### config.mk
export PLATFORM = sky130hd
export DESIGN_NAME = apfcs_top
export DESIGN_NICKNAME = d
export VERILOG_FILES = /design/src/hdl/apfcs_sync.v /design/src/hdl/apfcs_sar.v /design/src/hdl/apfcs_top.v
export VERILOG_INCLUDE_DIRS = /design/src /design/src/hdl
export SDC_FILE = /design/constraint.sdc
export NUM_CORES = 1
export LEC_CHECK = 0
export BUFFER_PORTS_ARGS = -buffer_cell sky130_fd_sc_hd__buf_2
export CAP_MARGIN = 20
export CORE_MARGIN = 2
export CORE_UTILIZATION = 59
export CTS_CLUSTER_SIZE = 16
export DETAILED_ROUTE_END_ITERATION = 6
export GPL_TIMING_DRIVEN = 0
export PLACE_DENSITY = 0.8
export SYNTH_ARGS = -nofsm -noshare
export SYNTH_HDL_FRONTEND = slang
export SYNTH_SLANG_ARGS = --single-unit
### constraint.sdc
create_clock -name sys_clk -period 3.05 [get_ports sys_clk]
set_input_delay 0.915 -clock sys_clk [delete_from_list [all_inputs] [get_ports sys_clk]]
set_output_delay 0.915 -clock sys_clk [all_outputs]
set_load 0.03 [all_outputs]
### src/hdl/apfcs_defines.vh
// register map, field positions, reset values and timing counts of the compare sequencer
`ifndef APFCS_DEFINES_VH
`define APFCS_DEFINES_VH

// ---------------------------------------------------------------
// register byte offsets
// ---------------------------------------------------------------
`define APFCS_OFF_MODE0     8'h00
`define APFCS_OFF_MODE2     8'h04
`define APFCS_OFF_SEL       8'h08
`define APFCS_OFF_PFM       8'h0C
`define APFCS_OFF_PFT       8'h10
`define APFCS_OFF_STAT      8'h14
`define APFCS_OFF_RES_BASE  8'h40
`define APFCS_OFF_RES_LAST  8'h6C

// ---------------------------------------------------------------
// field positions
// ---------------------------------------------------------------
`define APFCS_MODE0_CE      7
`define APFCS_MODE0_BUSY    6
`define APFCS_MODE0_MD_HI   5
`define APFCS_MODE0_MD_LO   4
`define APFCS_PFM_EN        7
`define APFCS_PFM_POL       6
`define APFCS_STAT_FLAG     0
`define APFCS_STAT_STALE    1

// ---------------------------------------------------------------
// operation mode codes and channel limits
// ---------------------------------------------------------------
`define APFCS_MD_CSEL       2'h0
`define APFCS_MD_CSCAN      2'h1
`define APFCS_MD_OSCAN      2'h2
`define APFCS_LAST_CH       4'hB
`define APFCS_NUM_CH        12
`define APFCS_RES_W         10

// ---------------------------------------------------------------
// reset values and bus answers
// ---------------------------------------------------------------
`define APFCS_RST_BYTE      8'h00
`define APFCS_RST_SEL       4'h0
`define APFCS_RESP_OKAY     2'h0
`define APFCS_RESP_SLVERR   2'h2

// ---------------------------------------------------------------
// timing: times in ns, counts derived at the 20 MHz clock
// ---------------------------------------------------------------
`define APFCS_CLK_MHZ       20
`define APFCS_STAB_NS       1000
`define APFCS_STAB_CYC      ((`APFCS_STAB_NS * `APFCS_CLK_MHZ + 999) / 1000)
`define APFCS_SAMP_NS       500
`define APFCS_SAMP_CYC      ((`APFCS_SAMP_NS * `APFCS_CLK_MHZ + 999) / 1000)
`define APFCS_SETTLE_CYC    3

`endif

### src/hdl/apfcs_sync.v
// two-flop synchroniser bank for inputs from outside the clock domain
`timescale 1ns/100ps
`include "apfcs_defines.vh"

module apfcs_sync #(
	parameter W = 3
) (
	input  wire         sys_clk,
	input  wire         rst,
	input  wire         clk_en,
	input  wire [W-1:0] async_in,
	output wire [W-1:0] sync_out
);

	// ---------------------------------------------------------------
	// per-bit stages; first flop feeds only the second
	// ---------------------------------------------------------------
	genvar gi;
	generate
		for (gi = 0; gi < W; gi = gi + 1) begin : g_bit
			reg meta_q;
			reg stab_q;
			always @(posedge sys_clk) begin
				if (rst) begin
					meta_q <= 1'b0;
					stab_q <= 1'b0;
				end else if (clk_en) begin
					meta_q <= async_in[gi];
					stab_q <= meta_q;
				end
			end
			assign sync_out[gi] = stab_q;
		end
	endgenerate

endmodule // apfcs_sync

### src/hdl/apfcs_sar.v
// successive-approximation engine: drives the trial code, reads the comparator
`timescale 1ns/100ps
`include "apfcs_defines.vh"

module apfcs_sar (
	input  wire        sys_clk,
	input  wire        rst,
	input  wire        clk_en,
	input  wire        start,
	input  wire        kill,
	input  wire        comp_s,
	output reg  [9:0]  dac_q,
	output reg         done_q,
	output reg  [9:0]  res_q
);

	reg        run_q;
	reg [3:0]  bit_q;
	reg [1:0]  wait_q;

	localparam [1:0] SETTLE_LAST = `APFCS_SETTLE_CYC - 1;

	// ---------------------------------------------------------------
	// one bit per settle window; comparator high keeps the trial bit
	// ---------------------------------------------------------------
	// settle covers the two synchroniser flops plus the analog step
	always @(posedge sys_clk) begin
		if (rst) begin
			run_q  <= 1'b0;
			bit_q  <= 4'h0;
			wait_q <= 2'h0;
			dac_q  <= 10'h000;
			done_q <= 1'b0;
			res_q  <= 10'h000;
		end else if (clk_en) begin
			done_q <= 1'b0;
			if (kill) begin
				run_q <= 1'b0;
				dac_q <= 10'h000;
			end else if (start) begin
				run_q  <= 1'b1;
				bit_q  <= 4'h9;
				wait_q <= SETTLE_LAST;
				dac_q  <= 10'h200;
			end else if (run_q) begin
				if (wait_q != 2'h0) begin
					wait_q <= wait_q - 2'h1;
				end else begin
					if (!comp_s)
						dac_q[bit_q] <= 1'b0;
					if (bit_q == 4'h0) begin
						run_q  <= 1'b0;
						done_q <= 1'b1;
						res_q  <= comp_s ? dac_q : (dac_q & ~10'h001);
					end else begin
						dac_q[bit_q - 4'h1] <= 1'b1;
						bit_q  <= bit_q - 4'h1;
						wait_q <= SETTLE_LAST;
					end
				end
			end
		end
	end

endmodule // apfcs_sar

### src/hdl/apfcs_top.v
// converter sequencer with power-fail compare and an AXI4-Lite register slave
//
// Chosen here: register access over AXI4-Lite and the placing of the registers.
`timescale 1ns/100ps
`include "apfcs_defines.vh"

// Contract
// select mode: store every result, compare gates irq
// select mode restarts until enable cleared
// scan: only channel 0 high byte compared
// continuous scan 0..last, then restart
// one-shot scan 0..last, then halt
// enable clear keeps converter powered down
// select rewrite leaves irq flag untouched
// software clears flag before restarting
// config writes may spoil results
// trigger acknowledge may spoil results
// deepest standby stops converter, results invalid
// software toggles enable around standby
// idle and subclock keep converting
// results after idle release invalid
// no config writes during stabilisation
// convert twice, discard first
// compare off: irq every completion
// polarity 0 ge, polarity 1 lt
// stabilisation counter, parameter length
// compare uses threshold at store time
module apfcs_top #(
	parameter [15:0] STAB_CYCLES = `APFCS_STAB_CYC
) (
	input  wire        sys_clk,
	input  wire        rst,
	input  wire        clk_en,
	input  wire [7:0]  s_axi_awaddr,
	input  wire        s_axi_awvalid,
	output reg         s_axi_awready,
	input  wire [31:0] s_axi_wdata,
	input  wire [3:0]  s_axi_wstrb,
	input  wire        s_axi_wvalid,
	output reg         s_axi_wready,
	output reg  [1:0]  s_axi_bresp,
	output reg         s_axi_bvalid,
	input  wire        s_axi_bready,
	input  wire [7:0]  s_axi_araddr,
	input  wire        s_axi_arvalid,
	output reg         s_axi_arready,
	output reg  [31:0] s_axi_rdata,
	output reg  [1:0]  s_axi_rresp,
	output reg         s_axi_rvalid,
	input  wire        s_axi_rready,
	input  wire        comp_in,
	input  wire        stop_mode,
	input  wire        idle_mode,
	output reg  [3:0]  chan_sel_q,
	output wire [9:0]  dac_code,
	output reg         sample_en_q,
	output reg         analog_pwr_en_q,
	output reg         conv_end_irq
);

	// ---------------------------------------------------------------
	// state codes
	// ---------------------------------------------------------------
	localparam [5:0] ST_OFF  = 6'h01;
	localparam [5:0] ST_STAB = 6'h02;
	localparam [5:0] ST_SAMP = 6'h04;
	localparam [5:0] ST_CONV = 6'h08;
	localparam [5:0] ST_HALT = 6'h10;
	localparam [5:0] ST_NEXT = 6'h20;

	localparam [15:0] SAMP_CYCLES = `APFCS_SAMP_CYC;

	// ---------------------------------------------------------------
	// declarations
	// ---------------------------------------------------------------
	reg  [5:0]  st_q;
	reg  [15:0] cnt_q;
	reg         ce_q;
	reg  [1:0]  md_q;
	reg  [7:0]  mode2_q;
	reg  [3:0]  sel_q;
	reg         pf_en_q;
	reg         pf_pol_q;
	reg  [7:0]  pft_q;
	reg         flag_q;
	reg         stale_q;
	reg         cmp0_q;
	reg         cfg_wr_q;
	reg         sar_go_q;
	reg         sar_kill_q;
	reg         stop_p_q;
	reg         idle_p_q;
	reg  [9:0]  res_q [0:`APFCS_NUM_CH-1];
	reg         aw_have_q;
	reg         w_have_q;
	reg  [7:0]  awaddr_q;
	reg  [7:0]  wbyte_q;
	reg         wlane0_q;
	wire [2:0]  sync_s;
	wire        comp_s;
	wire        stop_s;
	wire        idle_s;
	wire [9:0]  sar_res;
	wire        sar_done;
	wire [3:0]  last_ch;
	wire [3:0]  first_ch;
	wire        scan_md;
	wire        pf_hit;
	wire        wr_go;
	wire        wr_map;
	wire        wr_cfg;
	wire [3:0]  wr_idx;
	wire [3:0]  rd_idx;
	reg  [31:0] rd_data;
	reg         rd_ok;
	integer     ri;

	// ---------------------------------------------------------------
	// pin synchronisers and conversion engine
	// ---------------------------------------------------------------
	apfcs_sync #(
		.W        (3)
	) u_sync (
		.sys_clk  (sys_clk),
		.rst      (rst),
		.clk_en   (clk_en),
		.async_in ({idle_mode, stop_mode, comp_in}),
		.sync_out (sync_s)
	);

	assign comp_s = sync_s[0];
	assign stop_s = sync_s[1];
	assign idle_s = sync_s[2];

	apfcs_sar u_sar (
		.sys_clk  (sys_clk),
		.rst      (rst),
		.clk_en   (clk_en),
		.start    (sar_go_q),
		.kill     (sar_kill_q),
		.comp_s   (comp_s),
		.dac_q    (dac_code),
		.done_q   (sar_done),
		.res_q    (sar_res)
	);

	// ---------------------------------------------------------------
	// channel range and threshold compare
	// ---------------------------------------------------------------
	// out-of-range select codes clamp to the top pin
	assign last_ch  = (sel_q > `APFCS_LAST_CH) ? `APFCS_LAST_CH : sel_q;
	assign scan_md  = (md_q == `APFCS_MD_CSCAN) || (md_q == `APFCS_MD_OSCAN);
	assign first_ch = scan_md ? 4'h0 : last_ch;
	// live threshold, sampled as the result is stored
	assign pf_hit   = !pf_en_q ? 1'b1 :
	                  (pf_pol_q ? (sar_res[9:2] < pft_q) : (sar_res[9:2] >= pft_q));

	// ---------------------------------------------------------------
	// conversion sequencer
	// ---------------------------------------------------------------
	always @(posedge sys_clk) begin
		if (rst) begin
			st_q            <= ST_OFF;
			cnt_q           <= 16'h0000;
			chan_sel_q      <= `APFCS_RST_SEL;
			sample_en_q     <= 1'b0;
			analog_pwr_en_q <= 1'b0;
			conv_end_irq    <= 1'b0;
			cmp0_q          <= 1'b0;
			sar_go_q        <= 1'b0;
			sar_kill_q      <= 1'b0;
		end else if (clk_en) begin
			conv_end_irq <= 1'b0;
			sar_go_q     <= 1'b0;
			sar_kill_q   <= 1'b0;
			if (!ce_q || stop_s) begin
				// powered down while disabled or in deepest standby
				st_q            <= ST_OFF;
				analog_pwr_en_q <= 1'b0;
				sample_en_q     <= 1'b0;
				sar_kill_q      <= (st_q != ST_OFF);
			end else if (cfg_wr_q && (st_q == ST_SAMP || st_q == ST_CONV || st_q == ST_NEXT)) begin
				// a config write restarts the pass from its first channel
				st_q        <= ST_SAMP;
				chan_sel_q  <= first_ch;
				cnt_q       <= SAMP_CYCLES;
				sample_en_q <= 1'b1;
				sar_kill_q  <= 1'b1;
			end else begin
				case (st_q)
					ST_OFF: begin
						// idle and subclock never reach here; only reset, enable clear or deepest standby does
						analog_pwr_en_q <= 1'b1;
						st_q            <= ST_STAB;
						cnt_q           <= STAB_CYCLES;
					end
					ST_STAB: begin
						if (cnt_q <= 16'h0001) begin
							st_q        <= ST_SAMP;
							chan_sel_q  <= first_ch;
							cnt_q       <= SAMP_CYCLES;
							sample_en_q <= 1'b1;
						end else begin
							cnt_q <= cnt_q - 16'h0001;
						end
					end
					ST_SAMP: begin
						if (cnt_q <= 16'h0001) begin
							st_q        <= ST_CONV;
							sample_en_q <= 1'b0;
							sar_go_q    <= 1'b1;
						end else begin
							cnt_q <= cnt_q - 16'h0001;
						end
					end
					ST_CONV: begin
						if (sar_done) begin
							st_q <= ST_NEXT;
							if (!scan_md) begin
								conv_end_irq <= pf_hit;
							end else begin
								// channel 0 alone decides the scan interrupt
								if (chan_sel_q == 4'h0)
									cmp0_q <= pf_hit;
								if (chan_sel_q == last_ch)
									conv_end_irq <= (chan_sel_q == 4'h0) ? pf_hit : cmp0_q;
							end
						end
					end
					ST_NEXT: begin
						cnt_q       <= SAMP_CYCLES;
						if (!scan_md) begin
							st_q        <= ST_SAMP;
							sample_en_q <= 1'b1;
						end else if (chan_sel_q != last_ch) begin
							st_q        <= ST_SAMP;
							chan_sel_q  <= chan_sel_q + 4'h1;
							sample_en_q <= 1'b1;
						end else if (md_q == `APFCS_MD_CSCAN) begin
							st_q        <= ST_SAMP;
							chan_sel_q  <= 4'h0;
							sample_en_q <= 1'b1;
						end else begin
							st_q <= ST_HALT;
						end
					end
					ST_HALT: begin
						// single pass done; stays until enable is cleared or deepest standby is entered
						st_q <= ST_HALT;
					end
					default: begin
						st_q <= ST_OFF;
					end
				endcase
			end
		end
	end

	// ---------------------------------------------------------------
	// result store: overwritten in place, so read before the next pass
	// ---------------------------------------------------------------
	always @(posedge sys_clk) begin
		if (rst) begin
			for (ri = 0; ri < `APFCS_NUM_CH; ri = ri + 1)
				res_q[ri] <= 10'h000;
		end else if (clk_en) begin
			if (st_q == ST_CONV && sar_done && ce_q && !stop_s && !cfg_wr_q)
				res_q[chan_sel_q] <= sar_res;
		end
	end

	// ---------------------------------------------------------------
	// standby tracking and status flags
	// ---------------------------------------------------------------
	// set wins over a software clear in the same cycle
	always @(posedge sys_clk) begin
		if (rst) begin
			stop_p_q <= 1'b0;
			idle_p_q <= 1'b0;
			flag_q   <= 1'b0;
			stale_q  <= 1'b0;
		end else if (clk_en) begin
			stop_p_q <= stop_s;
			idle_p_q <= idle_s;
			// select rewrites do not touch the flag
			flag_q   <= (flag_q & ~(wr_go && wlane0_q && awaddr_q == `APFCS_OFF_STAT && wbyte_q[`APFCS_STAT_FLAG]))
			            | conv_end_irq;
			stale_q  <= (stale_q & ~(wr_go && wlane0_q && awaddr_q == `APFCS_OFF_STAT && wbyte_q[`APFCS_STAT_STALE]))
			            | (stop_p_q & ~stop_s)
			            | (idle_p_q & ~idle_s);
		end
	end

	// ---------------------------------------------------------------
	// AXI4-Lite write channels
	// ---------------------------------------------------------------
	assign wr_go  = aw_have_q && w_have_q && !s_axi_bvalid;
	assign wr_idx = awaddr_q[5:2];
	assign wr_map = (awaddr_q[1:0] == 2'h0) && (awaddr_q <= `APFCS_OFF_STAT);
	assign wr_cfg = wr_map && (awaddr_q != `APFCS_OFF_STAT) && wlane0_q;

	// address and data taken in either order, answer two cycles after both
	always @(posedge sys_clk) begin
		if (rst) begin
			s_axi_awready <= 1'b1;
			s_axi_wready  <= 1'b1;
			s_axi_bvalid  <= 1'b0;
			s_axi_bresp   <= `APFCS_RESP_OKAY;
			aw_have_q     <= 1'b0;
			w_have_q      <= 1'b0;
			awaddr_q      <= 8'h00;
			wbyte_q       <= 8'h00;
			wlane0_q      <= 1'b0;
		end else if (clk_en) begin
			if (s_axi_awvalid && s_axi_awready) begin
				aw_have_q     <= 1'b1;
				awaddr_q      <= s_axi_awaddr;
				s_axi_awready <= 1'b0;
			end
			if (s_axi_wvalid && s_axi_wready) begin
				w_have_q     <= 1'b1;
				wbyte_q      <= s_axi_wdata[7:0];
				wlane0_q     <= s_axi_wstrb[0];
				s_axi_wready <= 1'b0;
			end
			if (wr_go) begin
				aw_have_q    <= 1'b0;
				w_have_q     <= 1'b0;
				s_axi_bvalid <= 1'b1;
				s_axi_bresp  <= wr_map ? `APFCS_RESP_OKAY : `APFCS_RESP_SLVERR;
			end
			if (s_axi_bvalid && s_axi_bready) begin
				s_axi_bvalid  <= 1'b0;
				s_axi_awready <= 1'b1;
				s_axi_wready  <= 1'b1;
			end
		end
	end

	// ---------------------------------------------------------------
	// writable registers; only byte lane 0 carries data
	// ---------------------------------------------------------------
	always @(posedge sys_clk) begin
		if (rst) begin
			ce_q     <= 1'b0;
			md_q     <= `APFCS_MD_CSEL;
			mode2_q  <= `APFCS_RST_BYTE;
			sel_q    <= `APFCS_RST_SEL;
			pf_en_q  <= 1'b0;
			pf_pol_q <= 1'b0;
			pft_q    <= `APFCS_RST_BYTE;
			cfg_wr_q <= 1'b0;
		end else if (clk_en) begin
			cfg_wr_q <= wr_go && wr_cfg;
			if (wr_go && wr_cfg) begin
				case (wr_idx)
					4'h0: begin
						ce_q <= wbyte_q[`APFCS_MODE0_CE];
						md_q <= wbyte_q[`APFCS_MODE0_MD_HI:`APFCS_MODE0_MD_LO];
					end
					4'h1: mode2_q <= wbyte_q;
					4'h2: sel_q   <= wbyte_q[3:0];
					4'h3: begin
						pf_en_q  <= wbyte_q[`APFCS_PFM_EN];
						pf_pol_q <= wbyte_q[`APFCS_PFM_POL];
					end
					4'h4: pft_q <= wbyte_q;
					default: pft_q <= pft_q;
				endcase
			end
		end
	end

	// ---------------------------------------------------------------
	// read decode
	// ---------------------------------------------------------------
	assign rd_idx = s_axi_araddr[5:2]; // base is 64-byte aligned

	always @* begin
		rd_data = 32'h00000000;
		rd_ok   = (s_axi_araddr[1:0] == 2'h0);
		case (s_axi_araddr)
			`APFCS_OFF_MODE0: begin
				rd_data[`APFCS_MODE0_CE]   = ce_q;
				rd_data[`APFCS_MODE0_BUSY] = (st_q == ST_SAMP) || (st_q == ST_CONV) || (st_q == ST_NEXT);
				rd_data[`APFCS_MODE0_MD_HI:`APFCS_MODE0_MD_LO] = md_q;
			end
			`APFCS_OFF_MODE2: rd_data[7:0] = mode2_q;
			`APFCS_OFF_SEL:   rd_data[3:0] = sel_q;
			`APFCS_OFF_PFM: begin
				rd_data[`APFCS_PFM_EN]  = pf_en_q;
				rd_data[`APFCS_PFM_POL] = pf_pol_q;
			end
			`APFCS_OFF_PFT:   rd_data[7:0] = pft_q;
			`APFCS_OFF_STAT: begin
				rd_data[`APFCS_STAT_FLAG]  = flag_q;
				rd_data[`APFCS_STAT_STALE] = stale_q;
			end
			default: begin
				if (rd_ok && s_axi_araddr >= `APFCS_OFF_RES_BASE && s_axi_araddr <= `APFCS_OFF_RES_LAST)
					rd_data[9:0] = res_q[rd_idx];
				else
					rd_ok = 1'b0;
			end
		endcase
	end

	// ---------------------------------------------------------------
	// AXI4-Lite read channel: data in the cycle after the address
	// ---------------------------------------------------------------
	always @(posedge sys_clk) begin
		if (rst) begin
			s_axi_arready <= 1'b1;
			s_axi_rvalid  <= 1'b0;
			s_axi_rdata   <= 32'h00000000;
			s_axi_rresp   <= `APFCS_RESP_OKAY;
		end else if (clk_en) begin
			if (s_axi_arvalid && s_axi_arready) begin
				s_axi_arready <= 1'b0;
				s_axi_rvalid  <= 1'b1;
				s_axi_rdata   <= rd_data;
				s_axi_rresp   <= rd_ok ? `APFCS_RESP_OKAY : `APFCS_RESP_SLVERR;
			end else if (s_axi_rvalid && s_axi_rready) begin
				s_axi_rvalid  <= 1'b0;
				s_axi_arready <= 1'b1;
			end
		end
	end

endmodule // apfcs_top

==> summary.md, run 1 <==
| Metric | Value |
|---|---|
| Leakage | `5.92 nW` |
| WHS | `around 0.46 ns` |
| CP Data Required Time | `~3.4 ns` |
| Slowest cell on crit path | `clkbuf_1` |
| Syn-to-layout area delta | `13.1%` |
| Die area | `0.0233 mm2` |
| TritonCTS Buffers | `28` |
| Unrepaired setup endpoints after global routing | `false` |
| Commonest non-fill, non-tap cell in the layout | `edfxtp_1` |
| Initial antenna violation count | `0` |
| Seq/Total Area, Yosys | `0.516` |
| Die H | `153 um` |
| Period utilisation layout | `0.980` |
| Reg-to-reg setup timing slack | `approximately 0.20 ns` |
| Skew-Pair Late Insertion Delay | `between 0.5 and 0.6 ns` |
| Area of the multi-input gates | `0.00571 mm2` |
| DIE WIDTH | `153 um` |
| I/O pin total | `about 120` |
| IO Port Bufs | `between 60 and 70` |
| CP Launch Point | `s_axi_araddr[3]` |
| Pre-Repair DR Iteration Count | `5` |
| Top cell by count, worst path | `clkbuf_1` |
| Clock Skew | `approximately 0.008 ns` |
| Slew headroom | `0.387` |
| DRC viols | `0` |
| Filler cells | `roughly 1600` |
| Critical path, cell by cell | `clkbuf_1, clkbuf_1, mux4_2, mux2i_1, o21ai_0, a221oi_1, a211oi_1` |
| Clk buf depth | `3` |
| Final Setup Violations | `0` |
| Final min period | `roughly 3 ns` |
| CTS root buf | `clkbuf_16` |
| Synth Cell Area | `around 0.013 mm2` |
| Prevailing post-synth register cell | `edfxtp_1` |
| Pin count of the biggest net entering global routing | `15` |
| Placed Area | `0.0138 mm2` |
| Vias post-DR | `about 11000` |
| Drt wl/cell | `21.4 um` |
| Final ANT Viol Nets | `0` |
| CTS tree | `yes` |
| Status | `completed` |
| GRT Total Usage | `0.301` |
| Critical Path Source Type | `input port` |
| FP Rows | `54` |
| # nets final | `about 1500` |
| H-tree levels | `1` |
| Worst Hold Class | `register to register` |
| Grt total ovfl | `0` |
| Ys Warns | `0` |
| Clock Pin Slew Worst Setup and Hold Paths | `0.06 ns` |
| Post-Syn Area per Cell | `10.4 um2` |
| First-pass GRT wire length | `~55000 um` |
| DR vias/cell | `between 6 and 7` |
| Number of synthesized flops with an enable pin | `roughly 140` |
| Synthesized flop and latch total | `268` |
| Slew @ Worst Pin | `between 0.9 and 1 ns` |
| Total of max-cap violations | `0` |
| GPL Wtd Cong | `~0.92` |
| Core area | `about 0.022 mm2` |
| Storage element area | `between 0.006 and 0.007 mm2` |
| Post-DP HPWL | `25400 um` |
| Max Clock Freq | `roughly 330 MHz` |
| Fraction of registers with async set/reset | `0` |
| PD cells | `about 530 mW/mm2` |
| DRT Wirelength | `35900 um` |
| CTS Hold Bufs | `0` |
| Vias in the first global route | `about 10000` |
| Library cells used by synthesis | `72` |
| Post-route cell area | `approximately 0.015 mm2` |
| Slowest Stage Delay on Critical Path | `approximately 0.75 ns` |
| Clk sinks | `about 270` |
| Hold Crit Start | `mode2_q[0]` |
| Worst vdd ir | `just under 0.4 mV` |
| Buf/Inv on CP | `2` |
| Max FO, Critical Path | `10` |
| DR iter-0 viols | `roughly 1300` |
| Most frequent cells in the layout | `edfxtp_1, dfxtp_1, nand2_1, and3_1, a21oi_1` |
| Initial Utilization | `0.599` |
| Crit end category | `register` |
| Total power | `roughly 0.008 W` |
| Final hold vios | `0` |
| Slew Limit Fails | `0` |
| Synthesized instance count | `between 1000 and 1500` |
| Family with the most delay on the worst path | `buffers and inverters` |
| R2R Path Start | `st_q[2]` |
| WP data arrival | `3.38 ns` |
| Ant diodes | `0` |
| Share of cells above drive strength 1 | `0.157` |
| CP Class | `input port to register` |
[per-stage QoR]
| step | setup WS [ns] | utilization | setup TNS, ns | std cells |
|---|---|---|---|---|
| after floorplan | 0.255 | - | 0 | 1278 |
| after global placement | -0.372 | 0.634 | -27.27 | 1623 |
| after detailed placement | -0.352 | 0.634 | -28.93 | 1624 |
| after CTS | 0.0651 | 0.676 | 0 | 1676 |
| after global routing | 0.00418 | 0.677 | 0 | 1678 |
| final | 0.0613 | 0.677 | 0 | 1678 |
[worst register-to-register path: cells and delay by family (launching register included)]
kind | cells | cell delay (ns)
buf+inv | 2 | 0.49
flops | 1 | 0.34
simple gates | 6 | 1.68
[layout make-up]
| type | count | share of cell area |
|---|---|---|
| plain buffers | 121 | 0.0400 |
| clock buffers | 36 | 0.0517 |
| clock inverters | 16 | 0.00892 |
| inverters | 31 | 0.00790 |
| multi-input cells | 858 | 0.388 |
| flip-flops and latches | 268 | 0.456 |
| well taps | 280 | 0.0238 |
| repair buffers | 68 | 0.0236 |
[registers in the layout (all words and copies together) (netlist names), 3 cells and up]
| signal | count |
|---|---|
| res_q | 136 |
| cnt_q | 16 |
| s_axi_rdata | 10 |
| u_sar.dac_q | 10 |
| u_sar.res_q | 10 |
| awaddr_q | 8 |
| mode2_q | 8 |
| pft_q | 8 |
| wbyte_q | 8 |
| st_q | 6 |
| chan_sel_q | 4 |
| sel_q | 4 |
| u_sar.bit_q | 4 |
| u_sync.g_bit.meta_q | 3 |
| u_sync.g_bit.stab_q | 3 |
[repair_timing]
| item | CTS | global route |
|---|---|---|
| endpoints found under the setup margin | 73 | 110 |
| pin swaps | 0 | 2 |
| gates resized for setup | 8 | 4 |
| setup buffers | 0 | 2 |
[where the power goes]
part           switching, W  internal (W)
combinational      0.000320      0.000175
clock               0.00141       0.00193
sequential        0.0000527       0.00388
[Yosys cell counts (all sizes together), types with 8 or more instances]
cell type | number | area [um2]
mux2i | 31 | 310
inv | 29 | 109
nor3b | 8 | 76.3
nor3 | 17 | 106
clkbuf | 74 | 280
dfxtp | 132 | 2640
nor2 | 86 | 325
buf | 47 | 309
edfxtp | 136 | 4080
nor4 | 15 | 106
and2 | 17 | 106
xnor2 | 11 | 96.3
o21ai | 53 | 269
nand3 | 39 | 195
mux4 | 38 | 856
ha | 23 | 288
nand2 | 141 | 529
and3 | 116 | 726
nor2b | 10 | 62.6
a211oi | 12 | 90.1
a21oi | 96 | 480
xor2 | 8 | 70.1
[metal layers]
layer / share of wire / track usage
met2: 0.46 / 0.476
met5: 0 / 0
met4: 0.037 / 0.109
met3: 0.12 / 0.0614
met1: 0.39 / 0.417
[cell families after synthesis]
logic type / share of synthesized area
and+or+nand+nor: 0.195
DFF: 0.516
AOI/OAI and AO/OA: 0.108
buffers and inverters: 0.0542
muxes: 0.0904
adders and majority gates: 0.0221
xor gates and xnor gates: 0.0128
other: 0.000288
[path summary, 6_finish.rpt]
| kind | endpoint | depth (start not counted) |
|---|---|---|
| worst min register to register | mode2_q[0] | 2 |
| worst min-delay path | mode2_q[0] | 2 |
| worst max-delay path | s_axi_rdata[3] | 7 |
| worst max register to register | res_q[8][1] | 8 |
Power figures use the tool's default switching activity.
==> inputs of run 2 (changes only) <==
--- a/config.mk
+++ b/config.mk
@@ -8,7 +8,6 @@
 export LEC_CHECK = 0
 export BUFFER_PORTS_ARGS = -buffer_cell sky130_fd_sc_hd__buf_2
 export CAP_MARGIN = 20
-export CORE_MARGIN = 2
 export CORE_UTILIZATION = 59
 export CTS_CLUSTER_SIZE = 16
 export DETAILED_ROUTE_END_ITERATION = 6
==> summary.md, run 2 (synthesis results as in run 1) <==
| Metric | Value |
|---|---|
| Status | `completed` |
| DR vias/cell | `6.33 (-0.62%)` |
| Clk sinks | `268 (unchanged)` |
| Core area | `0.0214 mm2 (-1.9%)` |
| DRT Wirelength | `35200 um (-2.0%)` |
| Hold Crit Endpoint | `s_axi_rdata[8]` |
| CTS root buf | `clkbuf_16` |
| Drt wl/cell | `21.1 um (-1.4%)` |
| Worst reg2reg path endpoint | `res_q[10][5]` |
| Skew-Pair Late Insertion Delay | `0.53 ns (about the same)` |
| Hold Crit Start | `s_axi_rdata[8]` |
| P_sw | `0.00173 W (-3.2%)` |
| Critical path, cell by cell | `clkbuf_1, clkbuf_1, mux4_2, mux2i_1, o21ai_0, a221oi_1, a211oi_1` |
| Period utilisation layout | `0.974 (-0.00549)` |
| Leakage | `5.91 nW (-0.29%)` |
| Fin worst setup slack | `0.0780 ns (+0.0167 ns)` |
| Worst reg2reg path depth | `8 (unchanged)` |
| Switching share of power | `0.224 (-0.00582)` |
| DIE WIDTH | `151 um (-1.3%)` |
| # nets final | `1461 (-0.068%)` |
| Family with the most delay on the worst path | `buffers and inverters` |
| Post-DP HPWL | `25000 um (-1.7%)` |
| Reg-to-reg setup timing slack | `0.08 ns (-0.12 ns)` |
| Placed insts | `1619 (-0.31%)` |
| Slowest Stage Delay on Critical Path | `0.72 ns (-0.03 ns)` |
| Final hold vios | `0 (unchanged)` |
| Die area | `0.0227 mm2 (-2.6%)` |
| Slew @ Worst Pin | `0.969 ns (+0.0503 ns)` |
| WP data arrival | `3.35 ns (-0.03 ns)` |
| Initial Utilization | `0.610 (+0.0113)` |
| Filler cells | `1601 (-2.7%)` |
| Clk buf depth | `3 (unchanged)` |
| Non-filler cells in the finished layout | `1668 (-0.60%)` |
| GPL Wtd Cong | `0.977 (+6.2%)` |
| FP Rows | `53 (-1.9%)` |
| Worst slack at placement | `-0.352 ns (-0.000185 ns)` |
| Final Setup Violations | `0 (unchanged)` |
| Clock Power Share | `0.427 (-0.003)` |
| PD cells | `524 mW/mm2 (-0.58%)` |
| Worst vdd ir | `0.365 mV (-7.6%)` |
| H-tree levels | `1 (unchanged)` |
| Combinational fraction of design power | `0.064 (about the same)` |
| Max Clock Freq | `336 MHz (+0.56%)` |
| Max FO, Critical Path | `10 (unchanged)` |
| Buf/Inv on CP | `2 (unchanged)` |
| Die H | `151 um (-1.3%)` |
| Total of max-cap violations | `0 (unchanged)` |
| Most frequent cells in the layout | `edfxtp_1, dfxtp_1, nand2_1, and3_1, a21oi_1` |
| Clock Pin Slew Worst Setup and Hold Paths | `0.06 ns (about the same)` |
| Top Registers | `res_q (136), cnt_q (16)` |
| TritonCTS Buffers | `27 (-3.6%)` |
| Vias in the first global route | `10000 (-0.95%)` |
| Max reg flops | `136 (unchanged)` |
| Worst Hold Class | `register to register` |
| Share of cells above drive strength 1 | `0.154 (-0.00303)` |
| I/O pin total | `121 (unchanged)` |
| Top cell by count, worst path | `clkbuf_1` |
| Flop pwr share | `0.510 (+0.003)` |
| Slew headroom | `0.354 (-0.0335)` |
| Int Pwr | `0.00599 W (+0.11%)` |
| IO Port Bufs | `65 (unchanged)` |
| R2R Path Start | `st_q[2]` |
| Unrepaired setup endpoints after global routing | `true` |
| DR iter-0 viols | `1142 (-12%)` |
| Vias post-DR | `10600 (-1.2%)` |
| Pre-Repair DR Iteration Count | `5 (unchanged)` |
| Slew Limit Fails | `0 (unchanged)` |
| CTS Hold Bufs | `0 (unchanged)` |
| DRC viols | `0 (unchanged)` |
| CTS tree | `yes` |
| Syn-to-layout area delta | `13.1% (about the same)` |
| Crit end category | `register` |
| Commonest non-fill, non-tap cell in the layout | `edfxtp_1` |
| GRT Total Usage | `0.317 (+0.0154)` |
| Pin count of the biggest net entering global routing | `14 (-1)` |
| First-pass GRT wire length | `54300 um (-2.1%)` |
| Register with the most flip-flops | `res_q` |
| Initial antenna violation count | `0 (unchanged)` |
| Slowest cell on crit path | `clkbuf_1` |
| Hold Path Cell Cnt | `2 (unchanged)` |
| Final ANT Viol Nets | `0 (unchanged)` |
| Clock Skew | `0.0130 ns (+0.00489 ns)` |
| Ant diodes | `0 (unchanged)` |
| CP Class | `input port to register` |
| Final min period | `2.97 ns (-0.0167 ns)` |
| CP Data Required Time | `3.43 ns (about the same)` |
| Critical Path Source Type | `input port` |
| Grt total ovfl | `0 (unchanged)` |
-- run 2: metrics by stage --
stage	TNS (ns)	hold slack (ns)	total power [W]	utilization	area (um2)
6_report	0	0.452	0.00772	0.690	14700
2_1_floorplan	0	0.432	0.00432	-	13100
3_3_place_gp	-28.75	0.440	0.00447	0.645	13800
4_1_cts	0	0.453	0.00770	0.688	14700
3_5_place_dp	-27.58	0.445	0.00449	0.646	13800
5_1_grt	0	0.480	0.00788	0.690	14700
-- run 2: metal layers --
| metal | share of wire | global-route usage |
|---|---|---|
| met5 | 0 | 0 |
| met3 | 0.11 | 0.0594 |
| met4 | 0.029 | 0.102 |
| met1 | 0.39 | 0.435 |
| met2 | 0.47 | 0.508 |
-- run 2: power by group through the flow --
stage	registers (W)	clock network (W)	logic, W
floorplan	0.00401	0	0.000310
global placement	0.00400	0	0.000468
detailed placement	0.00401	0	0.000476
CTS	0.00393	0.00328	0.000481
global route	0.00394	0.00341	0.000520
finish	0.00393	0.00329	0.000492
-- run 2: worst register-to-register path, delay by kind of cell, from the launching register on --
kind                   cells  cell delay (ns)
and+or+nand+nor            6             1.76
buffers and inverters      2             0.52
DFF                        1             0.34
-- run 2: worst max-delay path by stage --
stage | from | end | slack (ns) | cells past startpoint
after floorplan | rst | res_q[0][0] | 0.26 | 3
after global placement | clk_en | res_q[0][1] | -0.47 | 5
after detailed placement | s_axi_araddr[3] | s_axi_rdata[4] | -0.35 | 7
after CTS | st_q[2] | res_q[2][0] | 0.01 | 8
after global routing | st_q[3] | res_q[10][8] | 0.002 | 8
final | s_axi_araddr[3] | s_axi_rdata[4] | 0.08 | 7
-- run 2: area by class of cell --
type                       count  area (um2)  share of cell area
tap                          275         344              0.0234
timing repair buffer          68         348              0.0236
inverter                      31         116             0.00790
buffer                       121         589              0.0400
clock buffer                  39         782              0.0531
multi-input combinational    858        5730               0.389
clock inverter                 8        87.6             0.00595
sequential                   268        6730               0.457
-- run 2: repair_timing --
action	4_1_cts	5_1_grt
setup endpoints to repair	90	110
gates resized for setup	9	7
buffers inserted	0	2
pin swaps	0	2
==> inputs of run 3 (changes only) <==
--- a/config.mk
+++ b/config.mk
@@ -8,11 +8,13 @@
 export LEC_CHECK = 0
 export BUFFER_PORTS_ARGS = -buffer_cell sky130_fd_sc_hd__buf_2
 export CAP_MARGIN = 20
-export CORE_UTILIZATION = 59
+export CORE_MARGIN = 3
+export CORE_UTILIZATION = 60
+export CTS_CLUSTER_DIAMETER = 40
 export CTS_CLUSTER_SIZE = 16
 export DETAILED_ROUTE_END_ITERATION = 6
 export GPL_TIMING_DRIVEN = 0
-export PLACE_DENSITY = 0.8
+export PLACE_DENSITY = 0.81
 export SYNTH_ARGS = -nofsm -noshare
 export SYNTH_HDL_FRONTEND = slang
 export SYNTH_SLANG_ARGS = --single-unit
==> constraint.sdc (replaced) <==
create_clock -name sys_clk -period 3.6 [get_ports sys_clk]
set_input_delay 1.08 -clock sys_clk [delete_from_list [all_inputs] [get_ports sys_clk]]
set_output_delay 1.08 -clock sys_clk [all_outputs]
set_load 0.03 [all_outputs]
==> summary.md, run 3 (synthesis results as in run 1) <==
| Metric | Value |
|---|---|
| Flop pwr share | `0.461 (-0.049)` |
| Period utilisation layout | `0.893` |
| Clock Pin Slew Worst Setup and Hold Paths | `0.06 ns (about the same)` |
| CP Class | `input port to register` |
| # Post-CTS Setup Buffers | `0 (unchanged)` |
| Leakage | `6.05 nW (+2.4%)` |
| Family with the most delay on the worst path | `buffers and inverters` |
| Buf/Inv on CP | `2 (unchanged)` |
| Critical Path Source Type | `input port` |
| GPL Wtd Cong | `0.919 (-5.9%)` |
| Top cell by count, worst path | `clkbuf_1` |
| Worst reg2reg path depth | `8 (unchanged)` |
| Placed Area | `0.0138 mm2 (unchanged)` |
| Max Clock Freq | `about 310 MHz` |
| H-tree levels | `2 (+1)` |
| GRT Total Usage | `0.302 (-0.0152)` |
| Most frequent cells in the layout | `nand2_1, edfxtp_1, dfxtp_1, and3_1, a21oi_1` |
| WP data arrival | `3.56 ns (+0.21 ns)` |
| CTS Hold Bufs | `0 (unchanged)` |
| DRT Wirelength | `36000 um (+2.2%)` |
| Slowest Stage Delay on Critical Path | `0.73 ns (about the same)` |
| Final min period | `between 3 and 4 ns` |
| Initial Utilization | `0.616 (+0.00574)` |
| Reg-to-reg setup timing slack | `0.41 ns (+0.33 ns)` |
| Drt wl/cell | `21.4 um (+1.4%)` |
| Unrepaired setup endpoints after global routing | `false` |
| First-pass GRT wire length | `56200 um (+3.6%)` |
| Worst Hold Class | `register to register` |
| PD cells | `484 mW/mm2 (-7.8%)` |
| Syn-to-layout area delta | `14.9%` |
| Vias post-DR | `10700 (+1.6%)` |
| Crit end category | `register` |
| Ant diodes | `0 (unchanged)` |
| Pre-Repair DR Iteration Count | `5 (unchanged)` |
| Met1 WL | `13800 um (about the same)` |
| FP Rows | `53 (unchanged)` |
| DR iter-0 viols | `1182 (+3.5%)` |
| CTS-repair resized insts | `0 (-9)` |
| Int Pwr | `0.00551 W (-8.1%)` |
| Routed length on met2 | `16800 um (+2.3%)` |
| Slew Limit Fails | `0 (unchanged)` |
| Clk buf depth | `3 (unchanged)` |
| Final hold vios | `0 (unchanged)` |
| Total power | `0.00724 W (-6.3%)` |
| Grt total ovfl | `0 (unchanged)` |
| Final ANT Viol Nets | `0 (unchanged)` |
| I/O pin total | `121 (unchanged)` |
| Core area | `0.0212 mm2 (-0.93%)` |
| Clock Skew | `0.0162 ns (+0.00321 ns)` |
| Die area | `0.0235 mm2 (+3.7%)` |
| Skew-Pair Late Insertion Delay | `0.51 ns (-0.02 ns)` |
| Commonest non-fill, non-tap cell in the layout | `nand2_1` |
| Die H | `153 um (+1.8%)` |
| Hold Crit Endpoint | `s_axi_rdata[9]` |
| Initial antenna violation count | `1 (+1)` |
| Critical path, cell by cell | `clkbuf_1, clkbuf_1, mux4_2, mux2i_1, o21ai_0, a221oi_1, a211oi_1` |
| Clock Power Share | `0.482 (+0.055)` |
| Hold Crit Start | `s_axi_rdata[9]` |
| DR vias/cell | `6.38 (+0.79%)` |
| # nets final | `1468 (+0.48%)` |
| Max reg flops | `136 (unchanged)` |
| Final Setup Violations | `0 (unchanged)` |
| Worst reg2reg path endpoint | `res_q[8][3]` |
| Switching share of power | `0.239 (+0.0154)` |
| DR top layer | `met5` |
| Share of cells above drive strength 1 | `0.158 (+0.00487)` |
| TritonCTS Buffers | `36 (+33%)` |
| Final Util | `0.708 (+0.0178)` |
| Total of max-cap violations | `0 (unchanged)` |
| Vias in the first global route | `10300 (+3.4%)` |
| Register with the most flip-flops | `res_q` |
| Pin count of the biggest net entering global routing | `17 (+3)` |
| Worst vdd ir | `0.394 mV (+8.0%)` |
| Hold Path Cell Cnt | `2 (unchanged)` |
| WHS | `0.454 ns (+0.00156 ns)` |
| CP Data Required Time | `3.95 ns (+0.52 ns)` |
| R2R Path Start | `st_q[3]` |
| Post-DP HPWL | `25100 um (+0.28%)` |
| CTS root buf | `clkbuf_16` |
| Status | `completed` |
| Setup TNS | `0 ns (unchanged)` |
| DIE WIDTH | `153 um (+1.8%)` |
| P_sw | `0.00173 W (+0.19%)` |
| Levels on crit path | `7 (unchanged)` |
| DRC viols | `0 (unchanged)` |
| CTS tree | `yes` |
| Slew headroom | `0.394 (+0.0401)` |
| Clk sinks | `268 (unchanged)` |
| Slowest cell on crit path | `clkbuf_1` |
| Slew @ Worst Pin | `0.909 ns (-0.0602 ns)` |
| WL met3 | `4090 um (+1.6%)` |
| Combinational fraction of design power | `0.057 (-0.007)` |
| Max FO, Critical Path | `10 (unchanged)` |
| Post-route cell area | `0.0150 mm2 (+1.6%)` |
| IO Port Bufs | `65 (unchanged)` |
| Top Registers | `res_q (136), cnt_q (16)` |
[run 3: tightest hold or removal path, stage by stage (launching register included)]
cell and delay (ns):
dfxtp_1 0.31, nand2_1 0.05, a21oi_1 0.05
[run 3: power by group through the flow]
stage | clock, W | sequential [W] | combinational (W)
finish | 0.00349 | 0.00334 | 0.000413
global route | 0.00361 | 0.00334 | 0.000435
CTS | 0.00348 | 0.00333 | 0.000406
detailed placement | 0 | 0.00340 | 0.000402
global placement | 0 | 0.00339 | 0.000396
floorplan | 0 | 0.00340 | 0.000263
[run 3: worst max-delay path by stage]
stage,slack [ns],to,start
floorplan,0.64,res_q[0][0],rst
detailed placement,-0.07,s_axi_rdata[3],s_axi_araddr[3]
CTS,0.38,s_axi_rdata[3],s_axi_araddr[3]
global placement,-0.04,res_q[0][3],clk_en
finish,0.38,s_axi_rdata[3],s_axi_araddr[3]
global route,0.22,res_q[8][4],st_q[3]
[run 3: per-layer routing]
layer  track usage  up-vias
met5             0        -
met4         0.112        2
met3        0.0648      121
met2         0.482      688
met1         0.410     5104
li1              -     4809
[run 3: final cells by class]
type	count	area (um2)
Multi-Input combinational cell	858	5680
Tap cell	275	344
Buffer	121	589
Clock buffer	39	933
Inverter	31	116
Sequential cell	268	6730
Clock inverter	24	245
Timing Repair Buffer	66	333
Fill cell	1513	6190
[run 3: per-stage QoR]
stage | setup slack [ns] | std cells
6_report | 0.385 | 1682
5_1_grt | 0.225 | 1682
4_1_cts | 0.378 | 1682
3_5_place_dp | -0.0704 | 1619
3_3_place_gp | -0.0363 | 1618
2_1_floorplan | 0.640 | 1278
